===== src/sbc_map.svh =====
// supervisor constants: timing figures, cycle counts, command layout, reset values
`ifndef SBC_MAP_SVH
`define SBC_MAP_SVH

// clock rate of mclk
`define SBC_CLK_MHZ 100
// reset duration after main supply valid, standard and short variants
`define SBC_T_RSTDUR_MS 15
`define SBC_T_RSTDUR_S_MS 3.5
`define SBC_RSTDUR_CYC (`SBC_T_RSTDUR_MS * 1000 * `SBC_CLK_MHZ)
`define SBC_RSTDUR_S_CYC (`SBC_T_RSTDUR_S_MS * 1000.0 * `SBC_CLK_MHZ)
// over-current deglitch, nominal figure
`define SBC_T_IDD_DGLT_US 55
`define SBC_IDD_DGLT_CYC (`SBC_T_IDD_DGLT_US * `SBC_CLK_MHZ)
// transmit dominant-state timeout, nominal figure
`define SBC_T_DOM_US 360
`define SBC_DOM_CYC (`SBC_T_DOM_US * `SBC_CLK_MHZ)
// level wake filter, nominal figure
`define SBC_T_WUF_US 20
`define SBC_WUF_CYC (`SBC_T_WUF_US * `SBC_CLK_MHZ)
// wake pulse on the interrupt line in stop mode
`define SBC_T_INT_PULSE_US 10
`define SBC_INT_PULSE_CYC (`SBC_T_INT_PULSE_US * `SBC_CLK_MHZ)
// watchdog period and timer wake period, nominal figures
`define SBC_T_WD_US 9750
`define SBC_WD_CYC (`SBC_T_WD_US * `SBC_CLK_MHZ)
`define SBC_T_WAKE_US 4600
`define SBC_WAKE_CYC (`SBC_T_WAKE_US * `SBC_CLK_MHZ)

// serial frame: bits per command, command group field
`define SBC_FRAME_BITS 8
`define SBC_CMD_GRP_HI 7
`define SBC_CMD_GRP_LO 6
`define SBC_GRP_MODE 2'h0
`define SBC_GRP_OUTS 2'h1
`define SBC_GRP_WDOG 2'h2
`define SBC_GRP_INT 2'h3
// field positions inside a command
`define SBC_OUT_HS_BIT 0
`define SBC_OUT_AUX_BIT 1
`define SBC_OUT_TWAKE_BIT 2
`define SBC_WD_TRIG_BIT 0
`define SBC_WD_WIN_BIT 1
`define SBC_WD_CFG_BIT 2
`define SBC_INT_PRE_EN_BIT 0
`define SBC_INT_WAKE_EN_BIT 1
`define SBC_INT_CLR_BIT 3
// reset values
`define SBC_INT_EN_RST 2'h0
`define SBC_WIN_RST 1'b0

`endif


===== src/sbc_pkg.sv =====
// supervisor types: operating modes
package sbc_pkg;
  typedef enum logic [2:0] {
    SBC_RESET   = 3'b000,
    SBC_NORMAL  = 3'b001,
    SBC_STANDBY = 3'b010,
    SBC_SLEEP   = 3'b011,
    SBC_STOP    = 3'b100
  } sbc_mode_t;
endpackage


===== src/sbc_persist.sv =====
// persistence filter: output rises once the input has stood high for a set count
`timescale 1ns/10ps
module sbc_persist #(
  parameter int CNT_W = 16,
  parameter logic [CNT_W-1:0] COUNT = 16'h0100
) (
  input wire logic mclk,
  input wire logic reset_n,
  input wire logic level,
  output logic hit
);
  logic [CNT_W-1:0] cnt_q;

  // any low cycle restarts the count, so short glitches never reach hit
  always_ff @(posedge mclk or negedge reset_n) begin
    if (!reset_n) begin
      cnt_q <= '0;
      hit <= 1'b0;
    end else if (!level) begin
      cnt_q <= '0;
      hit <= 1'b0;
    end else if (cnt_q == COUNT - 1'b1) begin
      hit <= 1'b1;
    end else begin
      cnt_q <= cnt_q + 1'b1;
    end
  end
endmodule


===== src/sbc_supervisor.sv =====
// supervisor: reset, thermal, wake, watchdog, serial command port, CAN pin mapping
`timescale 1ns/10ps
`include "sbc_map.svh"
module sbc_supervisor
  import sbc_pkg::*;
#(
  parameter int TMR_W = 24,
  parameter logic [TMR_W-1:0] RSTDUR_CYC = TMR_W'(`SBC_RSTDUR_CYC),
  parameter logic [TMR_W-1:0] RSTDUR_S_CYC = TMR_W'(int'(`SBC_RSTDUR_S_CYC)),
  parameter logic [TMR_W-1:0] WD_CYC = TMR_W'(`SBC_WD_CYC),
  parameter logic [TMR_W-1:0] WAKE_CYC = TMR_W'(`SBC_WAKE_CYC),
  parameter logic [15:0] IDD_DGLT_CYC = 16'(`SBC_IDD_DGLT_CYC),
  parameter logic [15:0] DOM_CYC = 16'(`SBC_DOM_CYC),
  parameter logic [15:0] WUF_CYC = 16'(`SBC_WUF_CYC)
) (
  input wire logic mclk,
  input wire logic reset_n,
  input wire logic short_reset_variant,
  input wire logic vdd_ok,
  input wire logic vdd_overcurrent,
  input wire logic temp_prewarn,
  input wire logic temp_shutdown,
  input wire logic [3:0] level_wake_inputs,
  input wire logic spi_cs_n,
  input wire logic spi_sclk,
  input wire logic spi_mosi,
  input wire logic can_txd,
  input wire logic can_bus_dominant,
  output logic spi_miso,
  output logic spi_miso_oe,
  output logic can_rxd,
  output logic can_drive_dominant,
  output logic rst_out_n,
  output logic int_n,
  output logic wdog_n,
  output logic vdd_enable,
  output logic high_side_switch,
  output logic aux_regulator_drive,
  output logic prewarn_flag
);
  localparam int NSYNC = 13;
  localparam logic [15:0] INT_PULSE_CYC = 16'(`SBC_INT_PULSE_CYC);
  // synchroniser reset matches pin idle levels: cs_n and txd rest high
  localparam logic [NSYNC-1:0] SYNC_IDLE = 13'h0009;

  // two-flop synchronisers for every pin input
  logic [NSYNC-1:0] pin_raw;
  logic [NSYNC-1:0] meta_q;
  logic [NSYNC-1:0] sync_q;
  assign pin_raw = {short_reset_variant, vdd_ok, vdd_overcurrent, temp_prewarn, temp_shutdown,
                    level_wake_inputs, spi_cs_n, spi_sclk, spi_mosi, can_txd};
  always_ff @(posedge mclk or negedge reset_n) begin
    if (!reset_n) begin
      meta_q <= SYNC_IDLE;
      sync_q <= SYNC_IDLE;
    end else begin
      meta_q <= pin_raw;
      sync_q <= meta_q;
    end
  end
  // bus sense synchronised apart; reset value is recessive
  logic dom_meta_q;
  logic dom_q;
  always_ff @(posedge mclk or negedge reset_n) begin
    if (!reset_n) begin
      dom_meta_q <= 1'b0;
      dom_q <= 1'b0;
    end else begin
      dom_meta_q <= can_bus_dominant;
      dom_q <= dom_meta_q;
    end
  end

  wire short_s = sync_q[12];
  wire vdd_ok_s = sync_q[11];
  wire ovc_s = sync_q[10];
  wire hot_s = sync_q[9];
  wire shut_s = sync_q[8];
  wire [3:0] lvl_s = sync_q[7:4];
  wire cs_n_s = sync_q[3];
  wire sclk_s = sync_q[2];
  wire mosi_s = sync_q[1];
  wire txd_s = sync_q[0];

  // deglitch over-current, dominant timeout and level wake filters
  logic ovc_hit;
  logic dom_tout;
  logic [3:0] lvl_hit;
  logic [3:0] lvl_lo_hit;
  logic txd_seen_q;
  sbc_persist #(.CNT_W(16), .COUNT(IDD_DGLT_CYC)) u_ovc (
    .mclk(mclk), .reset_n(reset_n), .level(ovc_s), .hit(ovc_hit));
  // a low txd counts only once the pin has been seen idle high
  sbc_persist #(.CNT_W(16), .COUNT(DOM_CYC)) u_dom (
    .mclk(mclk), .reset_n(reset_n), .level(!txd_s && txd_seen_q), .hit(dom_tout));
  genvar gi;
  generate
    for (gi = 0; gi < 4; gi++) begin : g_lvl
      sbc_persist #(.CNT_W(16), .COUNT(WUF_CYC)) u_hi (
        .mclk(mclk), .reset_n(reset_n), .level(lvl_s[gi]), .hit(lvl_hit[gi]));
      sbc_persist #(.CNT_W(16), .COUNT(WUF_CYC)) u_lo (
        .mclk(mclk), .reset_n(reset_n), .level(!lvl_s[gi]), .hit(lvl_lo_hit[gi]));
    end
  endgenerate

  // txd counts only after it has been seen high once since reset
  always_ff @(posedge mclk or negedge reset_n) begin
    if (!reset_n) txd_seen_q <= 1'b0;
    else if (txd_s) txd_seen_q <= 1'b1;
  end

  // serial clock edge detection on the synchronised copy
  logic sclk_d1_q;
  logic cs_d1_q;
  wire sclk_fall = sclk_d1_q && !sclk_s;
  wire sclk_rise = !sclk_d1_q && sclk_s;
  wire cs_fall = cs_d1_q && !cs_n_s;
  always_ff @(posedge mclk or negedge reset_n) begin
    if (!reset_n) begin
      sclk_d1_q <= 1'b0;
      cs_d1_q <= 1'b1;
    end else begin
      sclk_d1_q <= sclk_s;
      cs_d1_q <= cs_n_s;
    end
  end

  // serial shift registers
  logic [3:0] bit_cnt_q;
  logic [7:0] rx_q;
  logic [7:0] tx_q;
  wire [7:0] rx_next = {rx_q[6:0], mosi_s};
  wire frame_done = !cs_n_s && sclk_fall && (bit_cnt_q == 4'(`SBC_FRAME_BITS - 1));

  sbc_mode_t mode_q;
  logic wd_err_q;
  logic win_q;
  logic wake_flag_q;
  logic [1:0] int_en_q;
  logic twake_en_q;
  wire [7:0] status = {mode_q, prewarn_flag, wake_flag_q, wd_err_q, !vdd_enable, win_q};

  always_ff @(posedge mclk or negedge reset_n) begin
    if (!reset_n) begin
      bit_cnt_q <= '0;
      rx_q <= '0;
      tx_q <= '0;
    end else if (cs_n_s) begin
      bit_cnt_q <= '0;
    end else if (cs_fall) begin
      tx_q <= status;
    end else if (sclk_fall) begin
      rx_q <= rx_next;
      bit_cnt_q <= (bit_cnt_q == 4'(`SBC_FRAME_BITS - 1)) ? 4'h0 : bit_cnt_q + 4'h1;
    end else if (sclk_rise && bit_cnt_q != 4'h0) begin
      // first rise keeps the msb loaded at cs fall, so the master sees all 8 bits
      tx_q <= {tx_q[6:0], 1'b0};
    end
  end

  // miso follows the head of the shift register; high impedance outside frames
  always_ff @(posedge mclk or negedge reset_n) begin
    if (!reset_n) begin
      spi_miso <= 1'b0;
      spi_miso_oe <= 1'b0;
    end else begin
      spi_miso <= tx_q[7];
      spi_miso_oe <= !cs_n_s;
    end
  end

  // command decode, acting on the eighth falling clock edge
  wire [1:0] grp = rx_next[`SBC_CMD_GRP_HI:`SBC_CMD_GRP_LO];
  wire cmd_mode = frame_done && grp == `SBC_GRP_MODE;
  wire cmd_outs = frame_done && grp == `SBC_GRP_OUTS;
  wire cmd_wdog = frame_done && grp == `SBC_GRP_WDOG;
  wire cmd_int = frame_done && grp == `SBC_GRP_INT;
  wire running = mode_q == SBC_NORMAL || mode_q == SBC_STANDBY;
  wire low_power = mode_q == SBC_SLEEP || mode_q == SBC_STOP;
  wire wd_trig = cmd_wdog && rx_next[`SBC_WD_TRIG_BIT];
  wire int_clr = cmd_int && rx_next[`SBC_INT_CLR_BIT];

  // shared mode timer: reset duration, watchdog period, wake timer
  logic [TMR_W-1:0] tmr_q;
  wire [TMR_W-1:0] rst_len = short_s ? RSTDUR_S_CYC : RSTDUR_CYC;
  wire rst_done = mode_q == SBC_RESET && vdd_ok_s && tmr_q == rst_len - 1'b1;
  wire wd_early = win_q && tmr_q < (WD_CYC >> 1);
  wire wd_fail = running && ((wd_trig && wd_early) || tmr_q == WD_CYC - 1'b1);
  // gated to low power so the wake timer never restarts the watchdog count
  wire tmr_wake = twake_en_q && low_power && tmr_q == WAKE_CYC - 1'b1;

  // wake sources; level wake is a filtered change from the entry snapshot
  logic [3:0] lvl_snap_q;
  wire [3:0] lvl_changed = (lvl_hit & ~lvl_snap_q) | (lvl_lo_hit & lvl_snap_q);
  wire wake = low_power && (dom_q || |lvl_changed || tmr_wake
              || (mode_q == SBC_STOP && ovc_hit));
  wire uv = !vdd_ok_s && mode_q != SBC_SLEEP && mode_q != SBC_RESET;

  // operating mode machine
  sbc_mode_t mode_d;
  always_comb begin
    mode_d = mode_q;
    case (mode_q)
      SBC_RESET: begin
        if (rst_done && vdd_enable) mode_d = SBC_NORMAL;
      end
      SBC_NORMAL, SBC_STANDBY: begin
        if (cmd_mode) mode_d = sbc_mode_t'({1'b0, rx_next[1:0]} + 3'h1);
        if (rx_next[1:0] == 2'h3 && cmd_mode) mode_d = SBC_STOP;
      end
      SBC_SLEEP: begin
        if (wake) mode_d = SBC_RESET;
      end
      SBC_STOP: begin
        if (wake) mode_d = SBC_NORMAL;
      end
      default: mode_d = SBC_RESET;
    endcase
    if (uv || wd_fail || shut_s) mode_d = SBC_RESET;
  end

  always_ff @(posedge mclk or negedge reset_n) begin
    if (!reset_n) mode_q <= SBC_RESET;
    else mode_q <= mode_d;
  end

  // timer restarts on every mode change, watchdog trigger, and while supply is low in reset mode
  always_ff @(posedge mclk or negedge reset_n) begin
    if (!reset_n) tmr_q <= '0;
    else if (mode_d != mode_q || wd_trig || (mode_q == SBC_RESET && !vdd_ok_s)) tmr_q <= '0;
    else if (tmr_wake) tmr_q <= '0;
    else tmr_q <= tmr_q + 1'b1;
  end

  // level snapshot taken while running so low power compares against entry state
  always_ff @(posedge mclk or negedge reset_n) begin
    if (!reset_n) lvl_snap_q <= '0;
    else if (!low_power) lvl_snap_q <= lvl_s;
  end

  // control registers written by command
  always_ff @(posedge mclk or negedge reset_n) begin
    if (!reset_n) begin
      high_side_switch <= 1'b0;
      aux_regulator_drive <= 1'b0;
      twake_en_q <= 1'b0;
      win_q <= `SBC_WIN_RST;
      int_en_q <= `SBC_INT_EN_RST;
    end else begin
      if (mode_q == SBC_RESET || mode_q == SBC_SLEEP) begin
        high_side_switch <= 1'b0;
        aux_regulator_drive <= 1'b0;
      end else if (cmd_outs) begin
        high_side_switch <= rx_next[`SBC_OUT_HS_BIT];
        aux_regulator_drive <= rx_next[`SBC_OUT_AUX_BIT];
        twake_en_q <= rx_next[`SBC_OUT_TWAKE_BIT];
      end
      if (cmd_wdog && rx_next[`SBC_WD_CFG_BIT]) win_q <= rx_next[`SBC_WD_WIN_BIT];
      if (cmd_int) int_en_q <= {rx_next[`SBC_INT_WAKE_EN_BIT], rx_next[`SBC_INT_PRE_EN_BIT]};
    end
  end

  // sticky flags; a new event in the clearing cycle wins over the clear
  always_ff @(posedge mclk or negedge reset_n) begin
    if (!reset_n) begin
      prewarn_flag <= 1'b0;
      wake_flag_q <= 1'b0;
      wd_err_q <= 1'b0;
    end else begin
      prewarn_flag <= hot_s || (prewarn_flag && !int_clr);
      wake_flag_q <= wake || (wake_flag_q && !int_clr);
      wd_err_q <= wd_fail || (wd_err_q && !(wd_trig && running));
    end
  end

  // stop-mode wake pulse timer
  logic [15:0] pulse_q;
  always_ff @(posedge mclk or negedge reset_n) begin
    if (!reset_n) pulse_q <= '0;
    else if (wake && mode_q == SBC_STOP) pulse_q <= INT_PULSE_CYC;
    else if (pulse_q != 16'h0) pulse_q <= pulse_q - 16'h1;
  end

  // pin outputs, all registered
  wire int_level = (int_en_q[0] && prewarn_flag) || (int_en_q[1] && wake_flag_q);
  always_ff @(posedge mclk or negedge reset_n) begin
    if (!reset_n) begin
      rst_out_n <= 1'b0;
      int_n <= 1'b1;
      wdog_n <= 1'b1;
      vdd_enable <= 1'b0;
      can_rxd <= 1'b1;
      can_drive_dominant <= 1'b0;
    end else begin
      rst_out_n <= mode_d != SBC_RESET;
      int_n <= !(int_level || pulse_q != 16'h0);
      wdog_n <= !wd_err_q;
      vdd_enable <= !shut_s && mode_d != SBC_SLEEP;
      can_rxd <= !dom_q;
      // transmitter only active in normal mode
      can_drive_dominant <= mode_q == SBC_NORMAL && !txd_s && txd_seen_q && !dom_tout;
    end
  end
endmodule


===== config.mk =====
export PLATFORM = sky130hd
export DESIGN_NAME = sbc_supervisor
export DESIGN_NICKNAME = d
export VERILOG_FILES = /design/src/sbc_pkg.sv /design/src/sbc_persist.sv /design/src/sbc_supervisor.sv
export VERILOG_INCLUDE_DIRS = /design/src
export SDC_FILE = /design/constraint.sdc
export NUM_CORES = 1
export LEC_CHECK = 0
export ABC_AREA = 1
export BUFFER_PORTS_ARGS = -buffer_cell sky130_fd_sc_hd__clkbuf_2
export CAP_MARGIN = 20
export CORE_ASPECT_RATIO = 0.6
export CORE_MARGIN = 1.5
export CORE_UTILIZATION = 57
export DETAILED_ROUTE_END_ITERATION = 16
export HOLD_SLACK_MARGIN = 0.02
export PLACE_DENSITY_LB_ADDON = 0.25
export SETUP_SLACK_MARGIN = 0.4
export SLEW_MARGIN = 40
export SYNTH_ARGS = -nofsm -noshare
export SYNTH_HDL_FRONTEND = slang
export SYNTH_SLANG_ARGS = --single-unit

===== constraint.sdc =====
create_clock -name mclk -period 2 [get_ports mclk]
set_input_delay 0.1 -clock mclk [delete_from_list [all_inputs] [get_ports mclk]]
set_output_delay 0.1 -clock mclk [all_outputs]
set_load 0.01 [all_outputs]

==> results_dict.tcl <==
set metrics [dict create \
    postSynthAreaPerCell_um2 8.35 \
    period_share 1.09 \
    startpoint_type "flop" \
    syn_area_um2 13900 \
    crit_buf_inv 2 \
    synth.distinct_cells 52 \
    worstRegToRegCells 12 \
    final_common_cell "dfrtp_1" \
    track_usage 0.287 \
    skew_ns 0.0309 \
    dp.cells 2048 \
    yosys_warnings 0 \
    dp_hpwl_mm 21.7 \
    grt_antenna_before_repair 0 \
    synth_area_leader_cell "dfrtp_1" \
    fill_cells 1312 \
    crit_fanout 5 \
    ff_latch_area_um2 7130 \
    clock_latency_ns 0.58 \
    peakVddDrop_v 0.000752 \
    violations "negative setup slack" \
    leakage_nw 8.95 \
    cts_inserted_buffers 26 \
    diodes 0 \
    maxCapViolCount 0 \
    power_density_nw_per_um2 648 \
    avgRoutedWirePerCell_um 18.9 \
    synth-seq-cells 284 \
    multiInputGateArea_um2 7350 \
    status "complete, but fails checks" \
    cpMaxStageDelayCell "dfrtp_1" \
    h-tree-depth 1 \
    finalNetCount 1993 \
    drc_errors 0 \
    slew-limit-headroom 0.535 \
    overflow 0 \
    place.gp.congestion 0.997 \
    ctsRootBufferMaster "clkbuf_16" \
    die_area_um2 25400 \
    synth_top_area_share 0.495 \
    final_cell_mix "263 x dfrtp_1, 214 x nand2_1, 202 x inv_1, 178 x buf_4, 120 x nor2_1" \
    drt_wl_total_mm 43.6 \
    synth-edff-count 0 \
    netlist_instances 1671 \
    drt_iter0_drc 1286 \
    r2r_end "tmr_q[17]" \
    slowest_delay_ns 0.44 \
    synth_ff_type "dfrtp_1" \
    cp.required_ns 2.44 \
    io_pins 27 \
    clockBufferDepth 3 \
    path_class "flop to flop" \
    rows 44 \
    hold_slack_ns 0.165 \
    cp_top_family "simple AND/OR/NAND/NOR gates" \
    drive_gt1_frac 0.357 \
    yosysSeqAreaShare 0.510 \
    initial_core_util 0.578 \
    synth-async-reset-ratio 1.00 \
    drt-pass1-iter-count 5 \
    min_path_type "input pin to async pin" \
    ant_nets 0 \
    postLayoutCellArea_um2 19300 \
    area_growth_pct 38.5 \
    grt_pass1_wl_mm 59.1 \
    fp.coreArea_um2 24100 \
    die_w_um 205 \
    worstPathArrival_ns 2.62 \
    cts_tree "done" \
    timing.final.ws_setup_ns -0.183 \
    setup_tns_ns -3.72 \
    dpl_cell_area_um2 15100 \
    yosys-top-cells-area "dfrtp_1 50%, nand2_1 7.2%, inv_1 6.5%, nor2_1 4.7%, a21oi_1 4.2%" \
    critical_path.endpoint_type "flop" \
    timing.rr.start "bit_cnt_q[0]" \
    path_cells "ha_4 -> nand2_4 -> nor2_4 -> buf_4 -> nand4_1 -> nand4_1 -> nand4_4 -> nand2_2 -> nand2_2 -> nand3_4 -> clkbuf_16 -> nor3_2" \
    hold_viol 0 \
    setup_viol_count_final 26 \
    via_count 13698 \
    port_buffers 26 \
    grt_max_degree 79 \
    worstMarginPinSlew_ns 0.695 \
    syn_nets 1702 \
    rsz0062_at_grt "yes" \
    fmax_mhz 458 \
    finalMaxSlewViolations 0 \
    cts_sinks 284 \
    instances_no_fill 2304 \
    vias_per_cell 5.95 \
    reg2reg_setup_slack_ns -0.18 \
    finalCriticalPeriod_ns 2.18 \
    cts.clk_slew.worst_paths_ns 0.08 \
    grt_pass1_vias 11984 \
    die_h_um 124 \
]
==> metal layers <==
metal / wire [um] / share of wire / global-route usage / vias to the layer above
li1: - / - / - / 6140
met1: 17900 / 0.41 / 0.423 / 6622
met2: 20700 / 0.47 / 0.444 / 790
met3: 3620 / 0.083 / 0.0549 / 146
met4: 1490 / 0.034 / 0.0616 / 0
met5: 0 / 0 / 0 / -
==> timing repair <==
| action | in CTS | in global routing |
|---|---|---|
| gates resized for setup | 187 | 280 |
| hold endpoints to repair | 290 | 0 |
| hold buffers | 17 | 0 |
| pin swaps | 71 | 125 |
| setup endpoints to repair | 111 | 172 |
| buffers inserted | 119 | 69 |
| gates cloned | 2 | 1 |
==> state kept, by name (all words and copies together) (netlist names), 8 cells and up <==
signal	cells
u_dom.cnt_q	16
sync_q	13
u_ovc.cnt_q	16
tmr_q	24
g_lvl.u_hi.cnt_q	64
meta_q	13
pulse_q	16
tx_q	8
g_lvl.u_lo.cnt_q	64
==> final cells by class <==
cell class,instances,share of cell area
multi-input cells,1102,0.380
repair buffers,292,0.133
clock inverters,16,0.00881
well taps,322,0.0209
clock buffers,32,0.0369
flip-flops and latches,284,0.369
inverters,256,0.0506
==> synthesized netlist by cell type, types with 10 or more instances <==
cell type / n
dfrtp_1: 276
nand2_1: 267
inv_1: 241
nor2_1: 173
a21oi_1: 118
o21ai_0: 114
nand3_1: 105
nor3_1: 77
nand4_1: 44
nor4_1: 27
nor3_2: 23
xor2_1: 22
clkbuf_1: 21
a31oi_1: 15
ha_1: 15
a211oi_1: 14
inv_2: 13
o21a_1: 10
==> tightest hold or removal path, cell delays in order <==
cell	delay, ns
dlygate4sd3_1	0.56
buf_8	0.17
buf_12	0.29
==> kinds of logic (layout without fill, tap and decap cells) <==
group           Yosys count  count (layout)  share of synthesized area
compound gates          286             286                      0.111
mux                       1               1                   0.000807
flops                   284             284                      0.510
xor+xnor                 26              26                     0.0163
simple gates            774             774                      0.268
buf+inv                 285             596                     0.0793
fa+ha+maj                15              15                     0.0135
==> per-stage QoR <==
step                      setup WS [ns]  utilization  total power [W]
after detailed placement        -0.0628        0.625          0.00694
final                            -0.183        0.801           0.0125
after floorplan                   0.181            -          0.00661
after CTS                       -0.0259        0.736           0.0122
after global placement           0.0643        0.625          0.00690
after global routing             -0.269        0.801           0.0129
==> how the worst max path moves through the flow <==
stage	startpoint	endpoint	slack [ns]	depth (start not counted)
after floorplan	tmr_q[0]	tmr_q[3]	0.18	14
after global placement	tmr_q[5]	pulse_q[10]	0.06	12
after detailed placement	tmr_q[20]	tmr_q[15]	-0.06	14
after CTS	tmr_q[21]	tmr_q[17]	-0.03	15
after global routing	bit_cnt_q[0]	tmr_q[4]	-0.27	12
final	bit_cnt_q[0]	tmr_q[17]	-0.18	12
==> report_power, final <==
part,switching (W),internal [W]
logic,0.000606,0.000412
clock network,0.00243,0.00284
registers,0.000252,0.00597
No activity file was read; power rests on OpenSTA's default activity.
